$ cat src/dsfp_params.svh
`ifndef DSFP_PARAMS_SVH
`define DSFP_PARAMS_SVH
`define DSFP_MULTI_PHASES 6
`define DSFP_SYNC_STAGES 2
// thresholds and levels in millivolts
`define DSFP_REF_FLOOR_MV 16'd250
// nominal reference, 1200 mV, used at reset and after an enable cycle
`define DSFP_REF_NOMINAL_MV 16'h04B0
`define DSFP_OC_FULL_MV 16'd2500
`define DSFP_OC_N3_MV 16'd1650
`define DSFP_OC_N4_MV 16'd1250
`define DSFP_OC_N5_MV 16'd1000
`define DSFP_OC_N6_MV 16'd830
`define DSFP_SINGLE_CURRENT_MONITOR_OC_MV 16'd1550
`define DSFP_IMAX_MV 16'd1240
`define DSFP_REDUCED_MAX_PHASES 3'd2
// overvoltage ramp step in millivolts per clock, and post-transition mask delay
`define DSFP_RAMP_STEP_MV 16'd1
`define DSFP_MASK_DELAY_NS 1000
`define DSFP_CLK_PERIOD_NS 10
`define DSFP_MASK_DELAY_CYC ((`DSFP_MASK_DELAY_NS + `DSFP_CLK_PERIOD_NS - 1) / `DSFP_CLK_PERIOD_NS)
// power state codes
`define DSFP_PS_FULL 8'h00
`define DSFP_PS_LIGHT1 8'h01
`define DSFP_PS_LIGHT2 8'h02
`endif

$ cat src/dsfp_pkg.sv
package dsfp_pkg;
  typedef enum logic [1:0] {
    DSFP_RUN = 2'b00,
    DSFP_OV_RAMP = 2'b01,
    DSFP_OV_DONE = 2'b10,
    DSFP_OC_LATCH = 2'b11
  } dsfp_state_t;

  // per-phase drive: enable low means the pin is high impedance
  typedef struct packed {
    logic [5:0] multi_level;
    logic [5:0] multi_oe;
    logic single_level;
    logic single_oe;
    logic multi_drv_en;
    logic single_drv_en;
  } dsfp_drive_t;

  typedef struct packed {
    logic multi_ov;
    logic single_ov;
    logic multi_below_floor;
    logic single_below_floor;
    logic [5:0] multi_info_oc;
    logic single_info_oc;
    logic ramp_active;
  } dsfp_cmp_t;
endpackage

$ cat src/dsfp_sync.sv
`timescale 1ns/1ps
module dsfp_sync #(
  parameter int WIDTH = 1
) (
  input wire logic clk,
  input wire logic rst_n,
  input wire logic [WIDTH-1:0] d,
  output logic [WIDTH-1:0] q
);
  logic [WIDTH-1:0] meta_reg;
  // meta_reg feeds only q
  always_ff @(posedge clk or negedge rst_n) begin
    if (!rst_n) begin
      meta_reg <= '0;
      q <= '0;
    end else begin
      meta_reg <= d;
      q <= meta_reg;
    end
  end
endmodule

$ cat src/dsfp_protect.sv
`timescale 1ns/1ps
`include "dsfp_params.svh"
// Function
// - overvoltage in a section starts protection and ramps its reference toward 250 mV
// - during ramp, offending phases alternate tri-state and low, driver enable high
// - offending section output below 250 mV puts all its phases tri-state
// - other section tri-stated permanently with its driver enable low
// - overvoltage drives the fault indicator pin high
// - fault stays latched until supply or enable is cycled
// - ramp finishes even if cause clears, then all phases tri-state
// - phase info current over 35 uA turns its low-side switch on meanwhile
// - total current sense over 2.5 V latches overcurrent, all phases tri-state
// - single current monitor over 1.55 V latches overcurrent, all tri-state
// - total sense used only for overcurrent; monitor for maximum current reporting and overcurrent
// - monitor at 1.24 V reports maximum current reached
// - power states above full power limit multi section to two phases
// - threshold 2.5 V at full power; 1.65 V for 3 phases in light states
// - light states: 1.25 V for 4, 1.0 V for 5, 0.83 V for 6 phases
// - fault detection masked during reference ramps plus extra delay
// - a section fault clears only that section's ready output
module dsfp_protect (
  clk,
  reset_n,
  enable,
  cmp_in,
  total_current_limit_sense,
  single_current_monitor,
  power_state,
  phases_configured,
  pwm_demand,
  multi_ramp_ready,
  single_ramp_ready,
  phase_pwm_output,
  driver_enable_out,
  fault_indicator_pin,
  regulator_ready,
  overvoltage_fault,
  overcurrent_fault,
  imax_reached,
  active_phase_limit,
  multi_ref_mv,
  single_ref_mv
);
  import dsfp_pkg::*;
  input wire logic clk;
  input wire logic reset_n;
  input wire logic enable;
  input wire dsfp_pkg::dsfp_cmp_t cmp_in;
  input wire logic [15:0] total_current_limit_sense;
  input wire logic [15:0] single_current_monitor;
  input wire logic [7:0] power_state;
  input wire logic [2:0] phases_configured;
  input wire logic [6:0] pwm_demand;
  input wire logic multi_ramp_ready;
  input wire logic single_ramp_ready;
  output dsfp_pkg::dsfp_drive_t phase_pwm_output;
  output logic [1:0] driver_enable_out;
  output logic fault_indicator_pin;
  output logic [1:0] regulator_ready;
  output logic [1:0] overvoltage_fault;
  output logic overcurrent_fault;
  output logic imax_reached;
  output logic [2:0] active_phase_limit;
  output logic [15:0] multi_ref_mv;
  output logic [15:0] single_ref_mv;

  typedef struct packed {
    logic [1:0] rst_sync;
    dsfp_state_t state;
    logic ov_multi;
    logic [15:0] ref_mv;
    logic toggle;
    logic [15:0] mask_cnt;
    logic oc;
    dsfp_drive_t drive;
    logic [1:0] drv_en;
    logic flt;
    logic [1:0] ovf;
    logic [1:0] rdy;
    logic imax;
    logic [2:0] phase_lim;
    logic [15:0] mref;
    logic [15:0] sref;
  } dsfp_regs_t;

  dsfp_regs_t s_reg;
  dsfp_regs_t s_next;
  dsfp_cmp_t cmp_s;
  logic rst_n;
  logic [15:0] oc_thr;

  assign rst_n = s_reg.rst_sync[1];

  dsfp_sync #(.WIDTH($bits(dsfp_cmp_t))) u_sync (
    .clk(clk),
    .rst_n(rst_n),
    .d(cmp_in),
    .q(cmp_s)
  );

  // threshold lookup, light states scale with configured phase count
  function automatic logic [15:0] oc_level(input logic [7:0] ps, input logic [2:0] n);
    logic [15:0] v;
    v = `DSFP_OC_FULL_MV;
    if (ps == `DSFP_PS_LIGHT1 || ps == `DSFP_PS_LIGHT2) begin
      unique case (n)
        3'd3: v = `DSFP_OC_N3_MV;
        3'd4: v = `DSFP_OC_N4_MV;
        3'd5: v = `DSFP_OC_N5_MV;
        3'd6: v = `DSFP_OC_N6_MV;
        default: v = `DSFP_OC_FULL_MV;
      endcase
    end
    return v;
  endfunction

  always_comb begin
    logic masked;
    logic ov_hit;
    logic oc_hit;
    logic off_floor;
    masked = 1'b0;
    ov_hit = 1'b0;
    oc_hit = 1'b0;
    off_floor = 1'b0;
    oc_thr = oc_level(power_state, phases_configured);
    s_next = s_reg;
    s_next.rst_sync = {s_reg.rst_sync[0], 1'b1};
    s_next.toggle = ~s_reg.toggle;
    // extra delay after every ramp so the settling edge cannot trip
    if (cmp_s.ramp_active) begin
      s_next.mask_cnt = 16'(`DSFP_MASK_DELAY_CYC);
    end else if (s_reg.mask_cnt != 16'h0000) begin
      s_next.mask_cnt = s_reg.mask_cnt - 16'h0001;
    end
    masked = cmp_s.ramp_active || (s_reg.mask_cnt != 16'h0000);
    ov_hit = !masked && (cmp_s.multi_ov || cmp_s.single_ov);
    // total sense feeds this compare and the ready choice; monitor feeds its own and the imax flag
    oc_hit = !masked && ((total_current_limit_sense >= oc_thr) ||
             (single_current_monitor >= `DSFP_SINGLE_CURRENT_MONITOR_OC_MV));
    s_next.imax = single_current_monitor >= `DSFP_IMAX_MV;
    s_next.phase_lim = (power_state != `DSFP_PS_FULL) ? `DSFP_REDUCED_MAX_PHASES : phases_configured;
    if (!enable) begin
      s_next.state = DSFP_RUN;
      s_next.oc = 1'b0;
      s_next.flt = 1'b0;
      s_next.drive = '0;
      s_next.drv_en = 2'b00;
      s_next.rdy = 2'b00;
    end else begin
      unique case (s_reg.state)
        DSFP_RUN: begin
          s_next.rdy = 2'b11;
          s_next.drv_en = 2'b11;
          s_next.drive.multi_oe = 6'h3F;
          s_next.drive.single_oe = 1'b1;
          for (int i = 0; i < `DSFP_MULTI_PHASES; i++) begin
            // beyond the phase limit a phase is parked in tri-state
            s_next.drive.multi_oe[i] = (3'(i) < s_next.phase_lim);
            s_next.drive.multi_level[i] = pwm_demand[i] && !cmp_s.multi_info_oc[i];
          end
          s_next.drive.single_level = pwm_demand[6] && !cmp_s.single_info_oc;
          if (ov_hit) begin
            s_next.state = DSFP_OV_RAMP;
            s_next.ov_multi = cmp_s.multi_ov;
            s_next.ref_mv = cmp_s.multi_ov ? multi_ref_mv : single_ref_mv;
            s_next.flt = 1'b1;
            // the other section goes quiet on the very first fault edge, not one cycle later
            s_next.drive = '0;
            s_next.drv_en = cmp_s.multi_ov ? 2'b01 : 2'b10;
            s_next.rdy = cmp_s.multi_ov ? 2'b01 : 2'b10;
          end else if (oc_hit) begin
            s_next.state = DSFP_OC_LATCH;
            s_next.oc = 1'b1;
            s_next.drive = '0;
            s_next.drv_en = 2'b00;
            s_next.rdy = (total_current_limit_sense >= oc_thr) ? 2'b01 : 2'b10;
          end
        end
        DSFP_OV_RAMP: begin
          off_floor = s_reg.ov_multi ? !cmp_s.multi_below_floor : !cmp_s.single_below_floor;
          s_next.drive.multi_level = '0;
          s_next.drive.single_level = 1'b0;
          if (s_reg.ov_multi) begin
            s_next.drive.multi_oe = (off_floor && s_reg.toggle) ? 6'h3F : 6'h00;
            s_next.drive.single_oe = 1'b0;
            s_next.drv_en = 2'b01;
          end else begin
            s_next.drive.single_oe = off_floor && s_reg.toggle;
            s_next.drive.multi_oe = 6'h00;
            s_next.drv_en = 2'b10;
          end
          // ramp keeps going even if the overvoltage has cleared
          if (s_reg.ref_mv > `DSFP_REF_FLOOR_MV) begin
            s_next.ref_mv = s_reg.ref_mv - `DSFP_RAMP_STEP_MV;
          end else begin
            s_next.state = DSFP_OV_DONE;
            s_next.drive = '0;
          end
        end
        DSFP_OV_DONE: begin
          s_next.drive = '0;
        end
        DSFP_OC_LATCH: begin
          s_next.drive = '0;
          s_next.drv_en = 2'b00;
        end
      endcase
    end
    // reference tracks the ramp only in overvoltage; an enable cycle restores nominal
    s_next.ovf = 2'b00;
    s_next.mref = enable ? multi_ref_mv : `DSFP_REF_NOMINAL_MV;
    s_next.sref = enable ? single_ref_mv : `DSFP_REF_NOMINAL_MV;
    if (s_next.state == DSFP_OV_RAMP || s_next.state == DSFP_OV_DONE) begin
      s_next.ovf = {s_next.ov_multi, !s_next.ov_multi};
      if (s_next.ov_multi) begin
        s_next.mref = s_next.ref_mv;
      end else begin
        s_next.sref = s_next.ref_mv;
      end
    end
  end

  // the ready/fault outputs are only released by enable going low or by reset
  always_ff @(posedge clk or negedge reset_n) begin
    if (!reset_n) begin
      s_reg <= '{rst_sync: 2'b00, state: DSFP_RUN, ref_mv: 16'h0000, mask_cnt: 16'h0000,
                 drive: '0, mref: `DSFP_REF_NOMINAL_MV, sref: `DSFP_REF_NOMINAL_MV, default: '0};
    end else if (!rst_n) begin
      s_reg <= '{rst_sync: s_next.rst_sync, state: DSFP_RUN, ref_mv: 16'h0000, mask_cnt: 16'h0000,
                 drive: '0, mref: `DSFP_REF_NOMINAL_MV, sref: `DSFP_REF_NOMINAL_MV, default: '0};
    end else begin
      s_reg <= s_next;
    end
  end

  assign phase_pwm_output = s_reg.drive;
  assign driver_enable_out = s_reg.drv_en;
  assign fault_indicator_pin = s_reg.flt;
  assign regulator_ready = s_reg.rdy;
  assign overvoltage_fault = s_reg.ovf;
  assign overcurrent_fault = s_reg.oc;
  assign imax_reached = s_reg.imax;
  assign active_phase_limit = s_reg.phase_lim;
  assign multi_ref_mv = s_reg.mref;
  assign single_ref_mv = s_reg.sref;
endmodule

$ cat config.mk
export PLATFORM = sky130hd
export DESIGN_NAME = dsfp_protect
export DESIGN_NICKNAME = d
export VERILOG_FILES = /design/src/dsfp_pkg.sv /design/src/dsfp_sync.sv /design/src/dsfp_protect.sv
export VERILOG_INCLUDE_DIRS = /design/src
export SDC_FILE = /design/constraint.sdc
export NUM_CORES = 1
export LEC_CHECK = 0
export CAP_MARGIN = 0
export CORE_AREA = 10 10 145 147
export DETAILED_ROUTE_END_ITERATION = 12
export DIE_AREA = 0 0 155 157
export DONT_BUFFER_PORTS = 1
export PLACE_DENSITY = 0.52
export SYNTH_ARGS = -nofsm -noshare
export SYNTH_HDL_FRONTEND = slang
export SYNTH_SLANG_ARGS = --single-unit
$ cat constraint.sdc
create_clock -name clk -period 0.9 [get_ports clk]
set_clock_uncertainty 0.05 [all_clocks]
set_input_delay 0.09 -clock clk [delete_from_list [all_inputs] [get_ports clk]]
set_output_delay 0.09 -clock clk [all_outputs]
set_load 0.1 [all_outputs]
==> flow_summary.ini <==
[global_route]
first_pass_grt_wire_length_mm = 31.8
globalRouteMet3Util = 0.0538
global_route.usage.total = 0.165
grt_max_degree = 97
met1_usage = 0.197
first_global_vias = 5862
globalRouteMet2Util = 0.274
antenna_found_initial = 1
grt.busiest_layer = met2
globalRoute.totalOverflow = 0

[hold_path]
hold_path.class = in -> async

[detailed_routing]
routed_wire_length_per_instance_um = 18.8
firstDrtPassIters = 5
antenna_left = 0
detailedRoute.firstIterationViolations = 358
remaining_drc_errors = 0
route.vias.total = 5568
route.final.wire_length_mm = 20.3
drt-vias-per-instance = 5.16

[power]
comb_power_share = 0.239
power.switching_fraction = 0.296
static-leakage-power_nw = 4.51
intPower_mw = 11.6
pwr-share-clk = 0.412
max-vdd-ir-drop_uv = 1470
total_switching_power_mw = 4.90
report.power.total_mw = 16.5
power_density_nw_per_um2 = 1600
p_seq_frac = 0.349

[clock_tree]
h-tree-depth = 4
cts.path.max_buffers = 2
tritoncts_num_sinks = 120
cts_tree = built
clkLatencyLatePin_ns = 0.42
cts_hold_buffers = 26
clock_tree.root_cell = sky130_fd_sc_hd__clkbuf_16
cts-buffers-inserted = 17
path_clk_slew_ns = 0.06

[synthesis]
syn-cell-area_um2 = 6210
ys_top_cells_by_area = sky130_fd_sc_hd__dfrtp_1 (45%), sky130_fd_sc_hd__buf_4 (7.1%), sky130_fd_sc_hd__a22o_1 (4.2%)
synthDominantCellAreaShare = 0.451
asyncSetResetFlopFracSynth = 1.00
syn-mean-instance-area_um2 = 9.77
synth_seq_cells = 120
yosys_warnings = 0
synthDistinctLibCells = 62
syn-instance-count = 636
postSynth.topFlopCell = sky130_fd_sc_hd__dfrtp_1
yosysSeqAreaShare = 0.485
edff_count_synth = 0
synth_largest_area_cell = sky130_fd_sc_hd__dfrtp_1

[cells_and_area]
final_core_util = 0.562
largest_reg_flops = 36
drive_gt1_frac = 0.486
final_cell_area_um2 = 10300
most-common-layout-cells = sky130_fd_sc_hd__buf_4 (132), sky130_fd_sc_hd__dfrtp_1 (108), sky130_fd_sc_hd__buf_12 (66)
fin_cells = 1079
layout_commonest_cell = sky130_fd_sc_hd__buf_4
nets = 917
flow.area_growth_from_synthesis_pct = 65.8

[outcome]
run_status = finished with violations
failed_checks = hold timing, setup timing

[floorplan]
placement_rows = 50
core_area_um2 = 18300
horizontal_extent_of_the_die_um = 155
dieHeight_um = 157
ioPinCount = 127
initial_core_util = 0.339
fp.dieArea_um2 = 24300

[timing]
timing.max_slew.rel_slack = 0.590
period_minus_slack_ns = 2.99
final_hold_viol_count = 104
final.hold.worst_slack_ns = -0.685
timing_max_transition_violations_final = 0
tightest_slew_ns = 0.610
grt_setup_unrepaired = true
fmax_ghz = 0.334
fin_crit_sh = 3.32
final.setup.worst_slack_ns = -2.09
number_of_setup_violations_in_the_final_report = 152

[worst_setup_path]
ff2ff_path_depth = 10
worstPathMaxFanout = 8
reg2reg_setup_slack_ns = -2.09
worst_setup_path_start_kind = register
r2r-start = s_reg[67]
crit_type = reg -> reg
worst_ep_arrival_time_ns = 3.30
worst_endpoint_required_time_ns = 1.21
r2r-end = single_ref_mv[13]
endpoint_kind = register

[place]
place_congestion = 0.900
dp.final_hpwl_mm = 13.4
port_buffers = 0
placement.cell_area_um2 = 7850
placed_cells = 976

[run]
cap_violations = 0
## Yosys cell counts, types with 4 or more instances
| master | number |
|---|---|
| sky130_fd_sc_hd__clkbuf_1 | 23 |
| sky130_fd_sc_hd__xnor2_1 | 6 |
| sky130_fd_sc_hd__o22a_1 | 4 |
| sky130_fd_sc_hd__nand3b_1 | 5 |
| sky130_fd_sc_hd__and3_1 | 5 |
| sky130_fd_sc_hd__a32oi_1 | 4 |
| sky130_fd_sc_hd__nor3b_1 | 8 |
| sky130_fd_sc_hd__ha_1 | 18 |
| sky130_fd_sc_hd__a31oi_1 | 15 |
| sky130_fd_sc_hd__a21oi_1 | 32 |
| sky130_fd_sc_hd__buf_4 | 59 |
| sky130_fd_sc_hd__o32a_1 | 4 |
| sky130_fd_sc_hd__nor2_1 | 68 |
| sky130_fd_sc_hd__nor3_1 | 18 |
| sky130_fd_sc_hd__a22o_1 | 30 |
| sky130_fd_sc_hd__dfstp_2 | 8 |
| sky130_fd_sc_hd__dfrtp_1 | 112 |
| sky130_fd_sc_hd__nand2_1 | 54 |
| sky130_fd_sc_hd__o21ai_0 | 15 |
| sky130_fd_sc_hd__inv_1 | 26 |
| sky130_fd_sc_hd__xor2_1 | 10 |
| sky130_fd_sc_hd__and2_1 | 8 |
| sky130_fd_sc_hd__a21o_1 | 7 |
| sky130_fd_sc_hd__nor2b_1 | 5 |
| sky130_fd_sc_hd__nand3_1 | 11 |
| sky130_fd_sc_hd__o211ai_1 | 4 |
| sky130_fd_sc_hd__a22oi_1 | 10 |
| sky130_fd_sc_hd__or3_1 | 5 |
| sky130_fd_sc_hd__nor4_1 | 8 |
| sky130_fd_sc_hd__nand2b_1 | 6 |
## per-layer routing
metal / up-vias / share of wire
met2: 176 / 0.50
met3: 23 / 0.070
met4: 0 / 0.014
met5: - / 0
li1: 2593 / -
met1: 2776 / 0.41
## cell families (layout without fill, tap and decap cells)
| group | after synthesis | count (layout) | synth area share |
|---|---|---|---|
| AO/OA/AOI/OAI | 155 | 155 | 0.180 |
| XOR/XNOR | 17 | 17 | 0.0270 |
| adder cells (fa/ha/maj) | 18 | 18 | 0.0363 |
| buffers and inverters | 110 | 315 | 0.103 |
| flip-flops | 120 | 120 | 0.485 |
| multiplexers | 2 | 2 | 0.00322 |
| other | 2 | 4 | 0.00121 |
| AND/OR/NAND/NOR | 212 | 214 | 0.165 |
## how the worst max path moves through the flow
| stage | start | end | slack [ns] |
|---|---|---|---|
| 6_report | s_reg[67] | single_ref_mv[13] | -2.09 |
| 5_1_grt | s_reg[67] | multi_ref_mv[8] | -2.21 |
| 4_1_cts | s_reg[67] | multi_ref_mv[8] | -2.13 |
| 3_5_place_dp | power_state[5] | multi_ref_mv[11] | -2.65 |
| 3_3_place_gp | power_state[5] | single_ref_mv[9] | -2.50 |
| 2_1_floorplan | s_reg[67] | single_ref_mv[11] | -2.16 |
## power by group through the flow
stage	clock network [mW]	logic, mW	registers, mW
3_3_place_gp	0	2.72	5.85
2_1_floorplan	0	1.79	5.89
4_1_cts	6.90	3.47	5.77
6_report	6.81	3.94	5.77
3_5_place_dp	0	2.77	5.86
5_1_grt	7.19	4.17	5.79
## worst max-delay path: stages, from the launching register on
cell and delay, ns:
sky130_fd_sc_hd__dfrtp_1 0.38, sky130_fd_sc_hd__or3_4 0.39, sky130_fd_sc_hd__or4_4 0.45, sky130_fd_sc_hd__nor3_4 0.17, sky130_fd_sc_hd__o21ai_2 0.10, sky130_fd_sc_hd__o32a_1 0.35
sky130_fd_sc_hd__a31oi_4 0.24, sky130_fd_sc_hd__xor2_4 0.22, sky130_fd_sc_hd__buf_6 0.17, sky130_fd_sc_hd__and2_4 0.24, sky130_fd_sc_hd__a22o_1 0.16
## through the flow
step           TNS [ns]  hold slack (ns)  setup WS, ns
6_report        -177.24           -0.685         -2.09
5_1_grt         -188.78           -0.707         -2.21
4_1_cts         -177.05           -0.704         -2.13
3_5_place_dp    -185.37           -0.252         -2.65
3_3_place_gp    -176.45           -0.251         -2.50
2_1_floorplan   -156.32           -0.256         -2.16
## final cells by class
cell class	count	area, µm²
Antenna cell	1	2.50
Clock buffer	17	425
Clock inverter	14	160
Fill cell	1461	8030
Inverter	26	126
Multi-Input combinational cell	409	3310
Sequential cell	120	3020
Tap cell	234	293
Timing Repair Buffer	258	2970
## repair_timing
item                       4_1_cts  5_1_grt
resized for setup              190      108
pin swaps                       60       69
setup endpoints to repair      152      152
gates cloned                     3        0
buffers inserted                22       29
hold endpoints to repair       133      106
Power figures use the tool's default switching activity.
